==> src/rtl/serial_port_pkg.sv <==
// shared constants and types of the byte-wide serial port
package serial_port_pkg;

  // control register field positions
  localparam int CR_IRQ_EN_POS = 7;
  localparam int CR_PORT_EN_POS = 6;
  localparam int CR_RATE2_POS = 5;
  localparam int CR_MASTER_POS = 4;
  localparam int CR_CPOL_POS = 3;
  localparam int CR_CPHA_POS = 2;
  localparam int CR_RATE1_POS = 1;
  localparam int CR_RATE0_POS = 0;

  // control/status register field positions
  localparam int CSR_DONE_POS = 7;
  localparam int CSR_WRITE_COLLISION_FLAG_POS = 6;
  localparam int CSR_OVR_POS = 5;
  localparam int CSR_MODE_FAULT_FLAG_POS = 4;
  localparam int CSR_OUT_DIS_POS = 2;
  localparam int CSR_SOFT_SEL_POS = 1;
  localparam int CSR_SEL_LVL_POS = 0;

  // software-writable bits of the control/status register
  localparam logic [7:0] CSR_WR_MASK = 8'h07;

  // values after reset
  localparam logic [7:0] CR_RESET = 8'h00;
  localparam logic [7:0] CSR_RESET = 8'h00;
  localparam logic [7:0] DATA_RESET = 8'h00;

  // half serial-clock period in cpu cycles, per rate setting
  localparam logic [6:0] HALF_DIV4 = 7'h02;
  localparam logic [6:0] HALF_DIV8 = 7'h04;
  localparam logic [6:0] HALF_DIV16 = 7'h08;
  localparam logic [6:0] HALF_DIV32 = 7'h10;
  localparam logic [6:0] HALF_DIV64 = 7'h20;
  localparam logic [6:0] HALF_DIV128 = 7'h40;

  // clock edges in one byte (two per bit)
  localparam logic [4:0] EDGES_PER_BYTE = 5'h10;

  // master engine states, one bit changes per step except LAST back to IDLE
  typedef enum logic [1:0] {
    ST_IDLE = 2'b00,
    ST_RUN = 2'b01,
    ST_LAST = 2'b11
  } master_state_e;

  // one cpu access, strobes are one-cycle pulses
  typedef struct packed {
    logic cr_wr;
    logic csr_rd;
    logic csr_wr;
    logic dr_rd;
    logic dr_wr;
    logic [7:0] wdata;
  } cpu_req_s;

endpackage

==> src/rtl/serial_port.sv <==
// byte-wide synchronous serial port, master or slave
`timescale 1ns/100ps
module serial_port
  import serial_port_pkg::*;
(
  input wire logic CLK,
  input wire logic NRST,
  input cpu_req_s CPU_REQ,
  output logic [7:0] CR_Q,
  output logic [7:0] CSR_Q,
  output logic [7:0] DR_Q,
  output logic IRQ,
  output logic WAKE_HALT,
  input wire logic IRQ_MASK,
  input wire logic HALT,
  input wire logic SCK_I,
  output logic SCK_O,
  output logic SCK_OE,
  input wire logic MOSI_I,
  output logic MOSI_O,
  output logic MOSI_OE,
  input wire logic MISO_I,
  output logic MISO_O,
  output logic MISO_OE,
  input wire logic SS_N
);

  // half period for a rate setting {bit2,bit1,bit0}
  function automatic logic [6:0] half_count(input logic [2:0] sel);
    logic [6:0] h;
    h = HALF_DIV4;
    case (sel)
      3'b100: h = HALF_DIV4;
      3'b000: h = HALF_DIV8;
      3'b001: h = HALF_DIV16;
      3'b110: h = HALF_DIV32;
      3'b010: h = HALF_DIV64;
      3'b011: h = HALF_DIV128;
      3'b101: h = HALF_DIV4;
      default: h = HALF_DIV128;
    endcase
    return h;
  endfunction

  // synchronised pin levels: {ss, miso, mosi, sck}
  logic [3:0] pin_lvl;
  pin_sync #(.WIDTH(4)) u_sync (
    .CLK(CLK),
    .NRST(NRST),
    .PIN({SS_N, MISO_I, MOSI_I, SCK_I}),
    .LEVEL(pin_lvl)
  );
  wire sck_s = pin_lvl[0];
  wire mosi_s = pin_lvl[1];
  wire miso_s = pin_lvl[2];
  wire ss_pin_s = pin_lvl[3];

  // software registers
  logic [7:0] cr_reg;
  logic [7:0] cr_next;
  logic out_dis_reg;
  logic soft_sel_reg;
  logic sel_lvl_reg;
  logic [7:0] rx_buf_reg;
  // flags and their clearing-sequence arms
  logic done_reg;
  logic done_arm_reg;
  logic done_rd_reg;
  logic write_collision_flag_reg;
  logic write_collision_flag_arm_reg;
  logic ovr_reg;
  logic mode_fault_flag_reg;
  logic mode_fault_flag_arm_reg;
  // transfer engine
  master_state_e state_reg;
  master_state_e state_next;
  logic [6:0] div_reg;
  logic [4:0] edge_reg;
  logic [7:0] tx_reg;
  logic [7:0] rx_reg;
  logic sck_reg;
  logic sck_prev_reg;
  // registered outputs
  logic [7:0] csr_q_reg;
  logic irq_reg;
  logic wake_reg;
  logic sck_oe_reg;
  logic mosi_oe_reg;
  logic miso_oe_reg;

  // control fields
  wire irq_en = cr_reg[CR_IRQ_EN_POS];
  wire port_en = cr_reg[CR_PORT_EN_POS];
  wire master_sel = cr_reg[CR_MASTER_POS];
  wire cpol = cr_reg[CR_CPOL_POS];
  wire cpha = cr_reg[CR_CPHA_POS];
  wire [2:0] rate_select = {cr_reg[CR_RATE2_POS], cr_reg[CR_RATE1_POS], cr_reg[CR_RATE0_POS]};
  wire [6:0] half_cnt = half_count(rate_select);

  // internal select: bit when soft managed, else pin
  wire sel_n = soft_sel_reg ? sel_lvl_reg : ss_pin_s;
  wire master_on = port_en & master_sel;
  wire slave_on = port_en & ~master_sel;

  // cpu accesses freeze while halted
  wire run = ~HALT;
  wire cr_wr = CPU_REQ.cr_wr & run;
  wire csr_rd = CPU_REQ.csr_rd & run;
  wire csr_wr = CPU_REQ.csr_wr & run;
  wire dr_rd = CPU_REQ.dr_rd & run;
  wire dr_wr = CPU_REQ.dr_wr & run;
  wire csr_acc = csr_rd | csr_wr;

  // master edge: divider reaches half period while running
  wire m_running = (state_reg == ST_RUN) & run;
  wire m_tick = m_running & (div_reg == half_cnt - 7'h01);
  // slave edge: synced clock changes while selected
  wire s_edge = slave_on & ~sel_n & (sck_s != sck_prev_reg);
  wire edge_ev = master_on ? m_tick : s_edge;
  // leading edge leaves the idle level
  wire edge_lead = master_on ? ~edge_reg[0] : (sck_s != cpol);
  wire capture = edge_lead ^ cpha;
  wire first_shift = cpha & (edge_reg == 5'h00);
  wire rx_bit = master_on ? miso_s : mosi_s;
  wire byte_end = edge_ev & (edge_reg == EDGES_PER_BYTE - 5'h01);
  wire [7:0] rx_byte = capture ? {rx_reg[6:0], rx_bit} : rx_reg;

  // busy: master running, or slave mid-byte / selected in phase-0
  wire s_busy = slave_on & ~sel_n & (~cpha | (edge_reg != 5'h00));
  wire busy = (state_reg != ST_IDLE) | s_busy;

  // data write handling
  wire dr_inhibit = done_reg & ~done_rd_reg;
  wire dr_collide = dr_wr & ~dr_inhibit & busy;
  wire dr_load = dr_wr & ~dr_inhibit & ~busy;
  wire m_start = dr_load & master_on;

  // flag events
  wire mode_fault_flag_ev = master_sel & ~sel_n;
  wire ovr_ev = byte_end & done_reg;
  wire done_clr = done_arm_reg & (dr_rd | (dr_wr & ~master_sel));
  wire write_collision_flag_clr = write_collision_flag_arm_reg & (dr_rd | dr_wr);
  wire mode_fault_flag_clr = mode_fault_flag_arm_reg & cr_wr;

  // control write, enable and master refused during a fault
  always_comb begin
    cr_next = cr_reg;
    if (cr_wr) begin
      cr_next = CPU_REQ.wdata;
      if (mode_fault_flag_reg & ~mode_fault_flag_arm_reg) begin
        cr_next[CR_PORT_EN_POS] = 1'b0;
        cr_next[CR_MASTER_POS] = 1'b0;
      end
    end
    if (mode_fault_flag_ev) begin
      cr_next[CR_PORT_EN_POS] = 1'b0;
      cr_next[CR_MASTER_POS] = 1'b0;
    end
  end

  // control and status configuration registers
  always_ff @(posedge CLK or negedge NRST) begin
    if (!NRST) begin
      cr_reg <= CR_RESET;
      out_dis_reg <= CSR_RESET[CSR_OUT_DIS_POS];
      soft_sel_reg <= CSR_RESET[CSR_SOFT_SEL_POS];
      sel_lvl_reg <= CSR_RESET[CSR_SEL_LVL_POS];
    end else begin
      cr_reg <= cr_next;
      if (csr_wr) begin
        out_dis_reg <= CPU_REQ.wdata[CSR_OUT_DIS_POS];
        soft_sel_reg <= CPU_REQ.wdata[CSR_SOFT_SEL_POS];
        sel_lvl_reg <= CPU_REQ.wdata[CSR_SEL_LVL_POS];
      end
    end
  end

  // transfer-done flag and its arms; a new byte end wins
  always_ff @(posedge CLK or negedge NRST) begin
    if (!NRST) begin
      done_reg <= 1'b0;
      done_arm_reg <= 1'b0;
      done_rd_reg <= 1'b0;
    end else if (byte_end) begin
      done_reg <= 1'b1;
      done_arm_reg <= done_reg & (done_arm_reg | csr_acc) & ~done_clr;
      done_rd_reg <= done_reg & (done_rd_reg | csr_rd) & ~done_clr;
    end else if (done_clr) begin
      done_reg <= 1'b0;
      done_arm_reg <= 1'b0;
      done_rd_reg <= 1'b0;
    end else if (done_reg) begin
      done_arm_reg <= done_arm_reg | csr_acc;
      done_rd_reg <= done_rd_reg | csr_rd;
    end
  end

  // overrun: set wins over the status-read clear
  always_ff @(posedge CLK or negedge NRST) begin
    if (!NRST) begin
      ovr_reg <= 1'b0;
    end else if (ovr_ev) begin
      ovr_reg <= 1'b1;
    end else if (csr_rd) begin
      ovr_reg <= 1'b0;
    end
  end

  // write collision flag, status only
  always_ff @(posedge CLK or negedge NRST) begin
    if (!NRST) begin
      write_collision_flag_reg <= 1'b0;
      write_collision_flag_arm_reg <= 1'b0;
    end else if (dr_collide) begin
      write_collision_flag_reg <= 1'b1;
      write_collision_flag_arm_reg <= 1'b0;
    end else if (write_collision_flag_clr) begin
      write_collision_flag_reg <= 1'b0;
      write_collision_flag_arm_reg <= 1'b0;
    end else if (write_collision_flag_reg & csr_rd) begin
      write_collision_flag_arm_reg <= 1'b1;
    end
  end

  // mode fault flag
  always_ff @(posedge CLK or negedge NRST) begin
    if (!NRST) begin
      mode_fault_flag_reg <= 1'b0;
      mode_fault_flag_arm_reg <= 1'b0;
    end else if (mode_fault_flag_ev) begin
      mode_fault_flag_reg <= 1'b1;
      mode_fault_flag_arm_reg <= 1'b0;
    end else if (mode_fault_flag_clr) begin
      mode_fault_flag_reg <= 1'b0;
      mode_fault_flag_arm_reg <= 1'b0;
    end else if (mode_fault_flag_reg & csr_rd) begin
      mode_fault_flag_arm_reg <= 1'b1;
    end
  end

  // receive buffer keeps first byte after the last clear
  always_ff @(posedge CLK or negedge NRST) begin
    if (!NRST) begin
      rx_buf_reg <= DATA_RESET;
    end else if (byte_end & ~done_reg) begin
      rx_buf_reg <= rx_byte;
    end
  end

  // master state sequence
  always_comb begin
    state_next = state_reg;
    case (state_reg)
      ST_IDLE: begin
        if (m_start) begin
          state_next = ST_RUN;
        end
      end
      ST_RUN: begin
        if (!master_on) begin
          state_next = ST_IDLE;
        end else if (byte_end) begin
          state_next = ST_LAST;
        end
      end
      ST_LAST: begin
        state_next = ST_IDLE;
      end
      default: begin
        state_next = ST_IDLE;
      end
    endcase
  end

  // master divider and state
  always_ff @(posedge CLK or negedge NRST) begin
    if (!NRST) begin
      state_reg <= ST_IDLE;
      div_reg <= 7'h00;
    end else begin
      state_reg <= state_next;
      if (!m_running || m_tick) begin
        div_reg <= 7'h00;
      end else begin
        div_reg <= div_reg + 7'h01;
      end
    end
  end

  // edge counter, cleared when idle or deselected
  always_ff @(posedge CLK or negedge NRST) begin
    if (!NRST) begin
      edge_reg <= 5'h00;
    end else if (byte_end || !port_en || (slave_on && sel_n) || m_start) begin
      edge_reg <= 5'h00;
    end else if (edge_ev) begin
      edge_reg <= edge_reg + 5'h01;
    end
  end

  // shift registers: msb first out, capture into rx
  always_ff @(posedge CLK or negedge NRST) begin
    if (!NRST) begin
      tx_reg <= DATA_RESET;
      rx_reg <= DATA_RESET;
    end else if (dr_load) begin
      tx_reg <= CPU_REQ.wdata;
    end else if (edge_ev) begin
      rx_reg <= rx_byte;
      if (!capture && !first_shift) begin
        tx_reg <= {tx_reg[6:0], 1'b0};
      end
    end
  end

  // master clock level, idles at polarity
  always_ff @(posedge CLK or negedge NRST) begin
    if (!NRST) begin
      sck_reg <= 1'b0;
      sck_prev_reg <= 1'b1;
    end else begin
      sck_prev_reg <= sck_s; // always tracks, so enabling gives no false edge
      if (state_reg != ST_RUN) begin
        sck_reg <= cpol;
      end else if (m_tick) begin
        sck_reg <= ~sck_reg;
      end
    end
  end

  // status image, interrupt, wake and pin enables
  always_ff @(posedge CLK or negedge NRST) begin
    if (!NRST) begin
      csr_q_reg <= CSR_RESET;
      irq_reg <= 1'b0;
      wake_reg <= 1'b0;
      sck_oe_reg <= 1'b0;
      mosi_oe_reg <= 1'b0;
      miso_oe_reg <= 1'b0;
    end else begin
      csr_q_reg <= {done_reg, write_collision_flag_reg, ovr_reg, mode_fault_flag_reg, 1'b0,
                    out_dis_reg, soft_sel_reg, sel_lvl_reg};
      irq_reg <= irq_en & ~IRQ_MASK & (done_reg | ovr_reg | mode_fault_flag_reg);
      wake_reg <= HALT & irq_en & done_reg;
      sck_oe_reg <= master_on;
      mosi_oe_reg <= master_on & ~out_dis_reg;
      miso_oe_reg <= slave_on & ~sel_n & ~out_dis_reg;
    end
  end

  // outputs, all from flip-flops
  assign CR_Q = cr_reg;
  assign CSR_Q = csr_q_reg;
  assign DR_Q = rx_buf_reg;
  assign IRQ = irq_reg;
  assign WAKE_HALT = wake_reg;
  assign SCK_O = sck_reg;
  assign SCK_OE = sck_oe_reg;
  assign MOSI_O = tx_reg[7];
  assign MOSI_OE = mosi_oe_reg;
  assign MISO_O = tx_reg[7];
  assign MISO_OE = miso_oe_reg;

endmodule

==> src/rtl/pin_sync.sv <==
// three-stage pin synchroniser with agreement filter
`timescale 1ns/100ps
module pin_sync
  import serial_port_pkg::*;
#(
  parameter int WIDTH = 4
) (
  input wire logic CLK,
  input wire logic NRST,
  input wire logic [WIDTH-1:0] PIN,
  output logic [WIDTH-1:0] LEVEL
);

  // first stage, read only by the second
  logic [WIDTH-1:0] meta_reg;
  // second and third stages
  logic [WIDTH-1:0] s2_reg;
  logic [WIDTH-1:0] s3_reg;
  // filtered level
  logic [WIDTH-1:0] level_reg;
  // bits where stages two and three agree
  wire [WIDTH-1:0] agree = ~(s2_reg ^ s3_reg);
  wire [WIDTH-1:0] level_next = (agree & s3_reg) | (~agree & level_reg);

  // shift chain and filtered output
  always_ff @(posedge CLK or negedge NRST) begin
    if (!NRST) begin
      meta_reg <= '1;
      s2_reg <= '1;
      s3_reg <= '1;
      level_reg <= '1;
    end else begin
      meta_reg <= PIN;
      s2_reg <= meta_reg;
      s3_reg <= s2_reg;
      level_reg <= level_next;
    end
  end

  assign LEVEL = level_reg;

endmodule

==> config.mk <==
export PLATFORM = sky130hd
export DESIGN_NAME = serial_port
export DESIGN_NICKNAME = d
export VERILOG_FILES = /design/src/rtl/serial_port_pkg.sv /design/src/rtl/serial_port.sv /design/src/rtl/pin_sync.sv
export SDC_FILE = /design/constraint.sdc
export NUM_CORES = 1
export LEC_CHECK = 0
export ABC_CLOCK_PERIOD_IN_PS = 2800
export BUFFER_PORTS_ARGS = -buffer_cell sky130_fd_sc_hd__clkbuf_2
export CAP_MARGIN = 20
export CORE_ASPECT_RATIO = 0.5
export CORE_MARGIN = 5
export CORE_UTILIZATION = 51
export DETAILED_ROUTE_END_ITERATION = 8
export PLACE_DENSITY = 0.77
export REMOVE_ABC_BUFFERS = 1
export SYNTH_ARGS = -nofsm -noshare
export SYNTH_HDL_FRONTEND = slang
export SYNTH_SLANG_ARGS = --single-unit
==> constraint.sdc <==
create_clock -name CLK -period 2.8 [get_ports CLK]
set_clock_uncertainty 0.05 [all_clocks]
set_input_delay 0.56 -clock CLK [delete_from_list [all_inputs] [get_ports CLK]]
set_output_delay 0.56 -clock CLK [all_outputs]
set_load 0.02 [all_outputs]
==> qor.yml <==
power:
  power_density_nw_per_um2: 777.3
  peakVddDrop_mv: 0.3096
  p_leak_nw: 2.192
  design_power_total_mw: 3.616
drt:
  drtPass1Iterations: 4
  antenna_left: 0
  route.detailed.drc: 0
  dr.first_iter.drc_count: 233
  wire_per_inst_um: 16.48
  wl_mm: 8.126
  vias: 2730
  vias_per_cell: 5.538
critical_path:
  worstReg2RegEnd: "DR_Q[5]"
  start_kind: "flop"
  max_stage_delay_ns: 0.38
  rrSetupSlack_ns: 0.15
  cp.arrival_ns: 2.82
  critPathRequiredTime_ns: 2.97
  path_class: "flop to flop"
  end_kind: "flop"
  rr_startpoint: "CR_Q[5]"
  critPathSlowestCell: "dfrtp_1"
  worst-r2r-cell-count: 9
  crit_fanout: 9
  path_cells: "or3_1, ha_1, xnor2_1, a31oi_1, nand4b_1, o31ai_4, and3_1, buf_4, mux2_1"
floorplan:
  num_rows: 22
  io_pins: 53
  start_util_pct: 52.68
  die-area_um2: 9572
  die_w_um: 133.5
  coreArea_um2: 7377
  die_h_um: 71.73
yosys:
  ys_seq_area_share_pct: 56.57
  ys.flop_type: "dfrtp_1"
  netlist_area_um2: 3886
  async_flop_share_pct: 100.0
  synthCells: 324
  synth_edf_count: 0
  yosysUniqueCellTypes: 50
  ys_ff_latch: 87
  avgSynthCellArea_um2: 11.99
  yosys_warnings: 0
min_path:
  min_delay_path_depth: 1
  min-delay-path-class: "input port to flop"
  holdPathEnd: "u_sync.meta_reg[1]"
  hold_start: "MOSI_I"
clock_tree:
  cts.clk_slew.worst_paths_ns: 0.06
  ctsHoldBuffers: 0
  cts-root-buf: "clkbuf_16"
  cts_max_path_buffers: 2
  clk_latency_ns: 0.34
  cts.sinks: 87
  cts_tree: "built"
  cts_setup_buffers: 0
  htree_num_levels: 3
  cts_made_buffers: 9
global_routing:
  first_global_vias: 2745
  grt-ovfl-total: 0
  grt_max_degree: 78
  grt_first_pass_wirelength_mm: 13.62
  grt_usage_pct: 18.09
  antenna_found_initial: 0
placed_design:
  place_area_um2: 4318
  place_congestion: 0.8826
  dp_hpwl_mm: 5.752
  portBuffers: 51
  place_ws_ns: 0.08912
  dp_cells: 477
timing:
  hold_slack_ns: 0.2495
  slew_viol_final: 0
  rsz0062_at_grt: "no"
  post-route-period-util_pct: 94.57
  max_freq_mhz: 377.6
  hold_viol: 0
  final-setup-viol-count: 0
  post-route-worst-setup-slack_ns: 0.1519
  tightest_slew_ns: 0.9476
  post-route-min-period_ns: 2.648
  relSlewSlack_pct: 36.83
layout:
  fill_cells: 558
  regArea_um2: 2198
  area_growth_pct: 19.70
  n_antenna_cell: 0
  drive_above_1_share_pct: 32.24
  layout.cells.non_filler: 493
  layout.nets: 418
  stdcell_area_um2: 4652
  multi_input_area_um2: 1610
outcome:
  status: "complete, no violations"
run:
  maxCapViolCount: 0
==> critical path: cells and delay by family (launching register included) <==
family,cells,cell delay [ns]
compound gates,2,0.41
xor+xnor,1,0.13
fa+ha+maj,1,0.29
buf+inv,1,0.18
flops,1,0.38
mux,1,0.34
simple gates,3,0.74
==> routing by layer <==
layer  vias up  GRT usage [%]  wire (um)
met5         -              0          0
met1      1343          23.99       3836
met4         0          7.526        148
met2        72          28.48       3710
li1       1301              -          -
met3        14          4.979        430
==> final cells by class <==
class / count / area share [%]
Multi-Input combinational cell: 218 / 34.62
Clock buffer: 14 / 6.616
Timing Repair Buffer: 64 / 7.639
Sequential cell: 87 / 47.26
Tap cell: 96 / 2.582
Clock inverter: 2 / 0.3228
Inverter: 12 / 0.9683
==> worst max-delay path by stage <==
stage | startpoint | endpoint | slack (ns) | cells past startpoint
floorplan | CR_Q[5] | DR_Q[0] | -0.26 | 8
global placement | CR_Q[5] | rx_reg[1] | 0.19 | 9
detailed placement | CR_Q[5] | rx_reg[5] | 0.09 | 9
CTS | CR_Q[5] | rx_reg[5] | 0.07 | 9
global route | CR_Q[5] | DR_Q[4] | 0.02 | 9
finish | CR_Q[5] | DR_Q[5] | 0.15 | 9
==> stage by stage <==
step	util (%)	setup TNS, ns
after floorplan	-	-2.436
after global placement	58.53	0
after detailed placement	58.53	0
after CTS	62.91	0
after global routing	63.06	0
final	63.06	0
==> timing repair <==
item                                    in CTS  in global routing
gates resized for setup                      0                  2
endpoints found under the setup margin       0                 14
endpoints found under the hold margin        0                  0
==> cell usage after synthesis (all sizes together), types with 2 or more instances <==
| library cell | n | area, um^2 |
|---|---|---|
| dfstp | 17 | 446.7 |
| a21boi | 3 | 22.52 |
| o211ai | 3 | 22.52 |
| mux2 | 34 | 382.9 |
| nor2b | 4 | 25.02 |
| o21ai | 8 | 40.04 |
| buf | 6 | 40.04 |
| nand3 | 7 | 40.04 |
| a211oi | 9 | 67.56 |
| o31ai | 2 | 28.78 |
| a21oi | 6 | 33.78 |
| nor4 | 3 | 18.77 |
| a21o | 2 | 15.01 |
| nand4 | 2 | 12.51 |
| nor3 | 14 | 75.07 |
| mux2i | 13 | 130.1 |
| nand4bb | 2 | 22.52 |
| maj3 | 4 | 40.04 |
| inv | 12 | 45.04 |
| or3 | 2 | 12.51 |
| ha | 5 | 62.56 |
| nand3b | 2 | 15.01 |
| nor2 | 30 | 112.6 |
| nand2b | 4 | 25.02 |
| or4 | 6 | 45.04 |
| xnor2 | 8 | 70.07 |
| nand2 | 16 | 62.56 |
| dfrtp | 70 | 1752 |
| o21a | 6 | 45.04 |
| nor3b | 3 | 22.52 |
| xor2 | 4 | 35.03 |
| a22oi | 3 | 22.52 |
| and3 | 5 | 31.28 |
==> layout by cell type, fill, tap and decap left out, types with 9 or more instances in the layout <==
| master | instances |
|---|---|
| mux2_2 | 26 |
| clkbuf_16 | 12 |
| dfstp_2 | 17 |
| nor2_1 | 30 |
| dfrtp_1 | 70 |
| clkbuf_2 | 50 |
| nor3_1 | 13 |
| nand2_1 | 15 |
| a211oi_1 | 9 |
| buf_4 | 14 |
| mux2i_1 | 13 |
| inv_1 | 12 |
==> kinds of logic after synthesis <==
family | after synthesis | share of synthesized area, %
mux | 47 | 13.20
flops | 87 | 56.57
compound gates | 46 | 8.467
simple gates | 103 | 14.04
xor+xnor | 12 | 2.704
fa+ha+maj | 9 | 2.640
buf+inv | 19 | 2.286
other cells | 1 | 0.09649
==> power by group <==
part / switching, mW / leakage, nW / total [mW] / internal (mW)
Clock: 0.484 / 0.159 / 1.25 / 0.766
Combinational: 0.438 / 0.926 / 0.772 / 0.334
Sequential: 0.155 / 1.11 / 1.59 / 1.44
Total: 1.08 / 2.19 / 3.62 / 2.54
(Power assumes the default switching activity.)
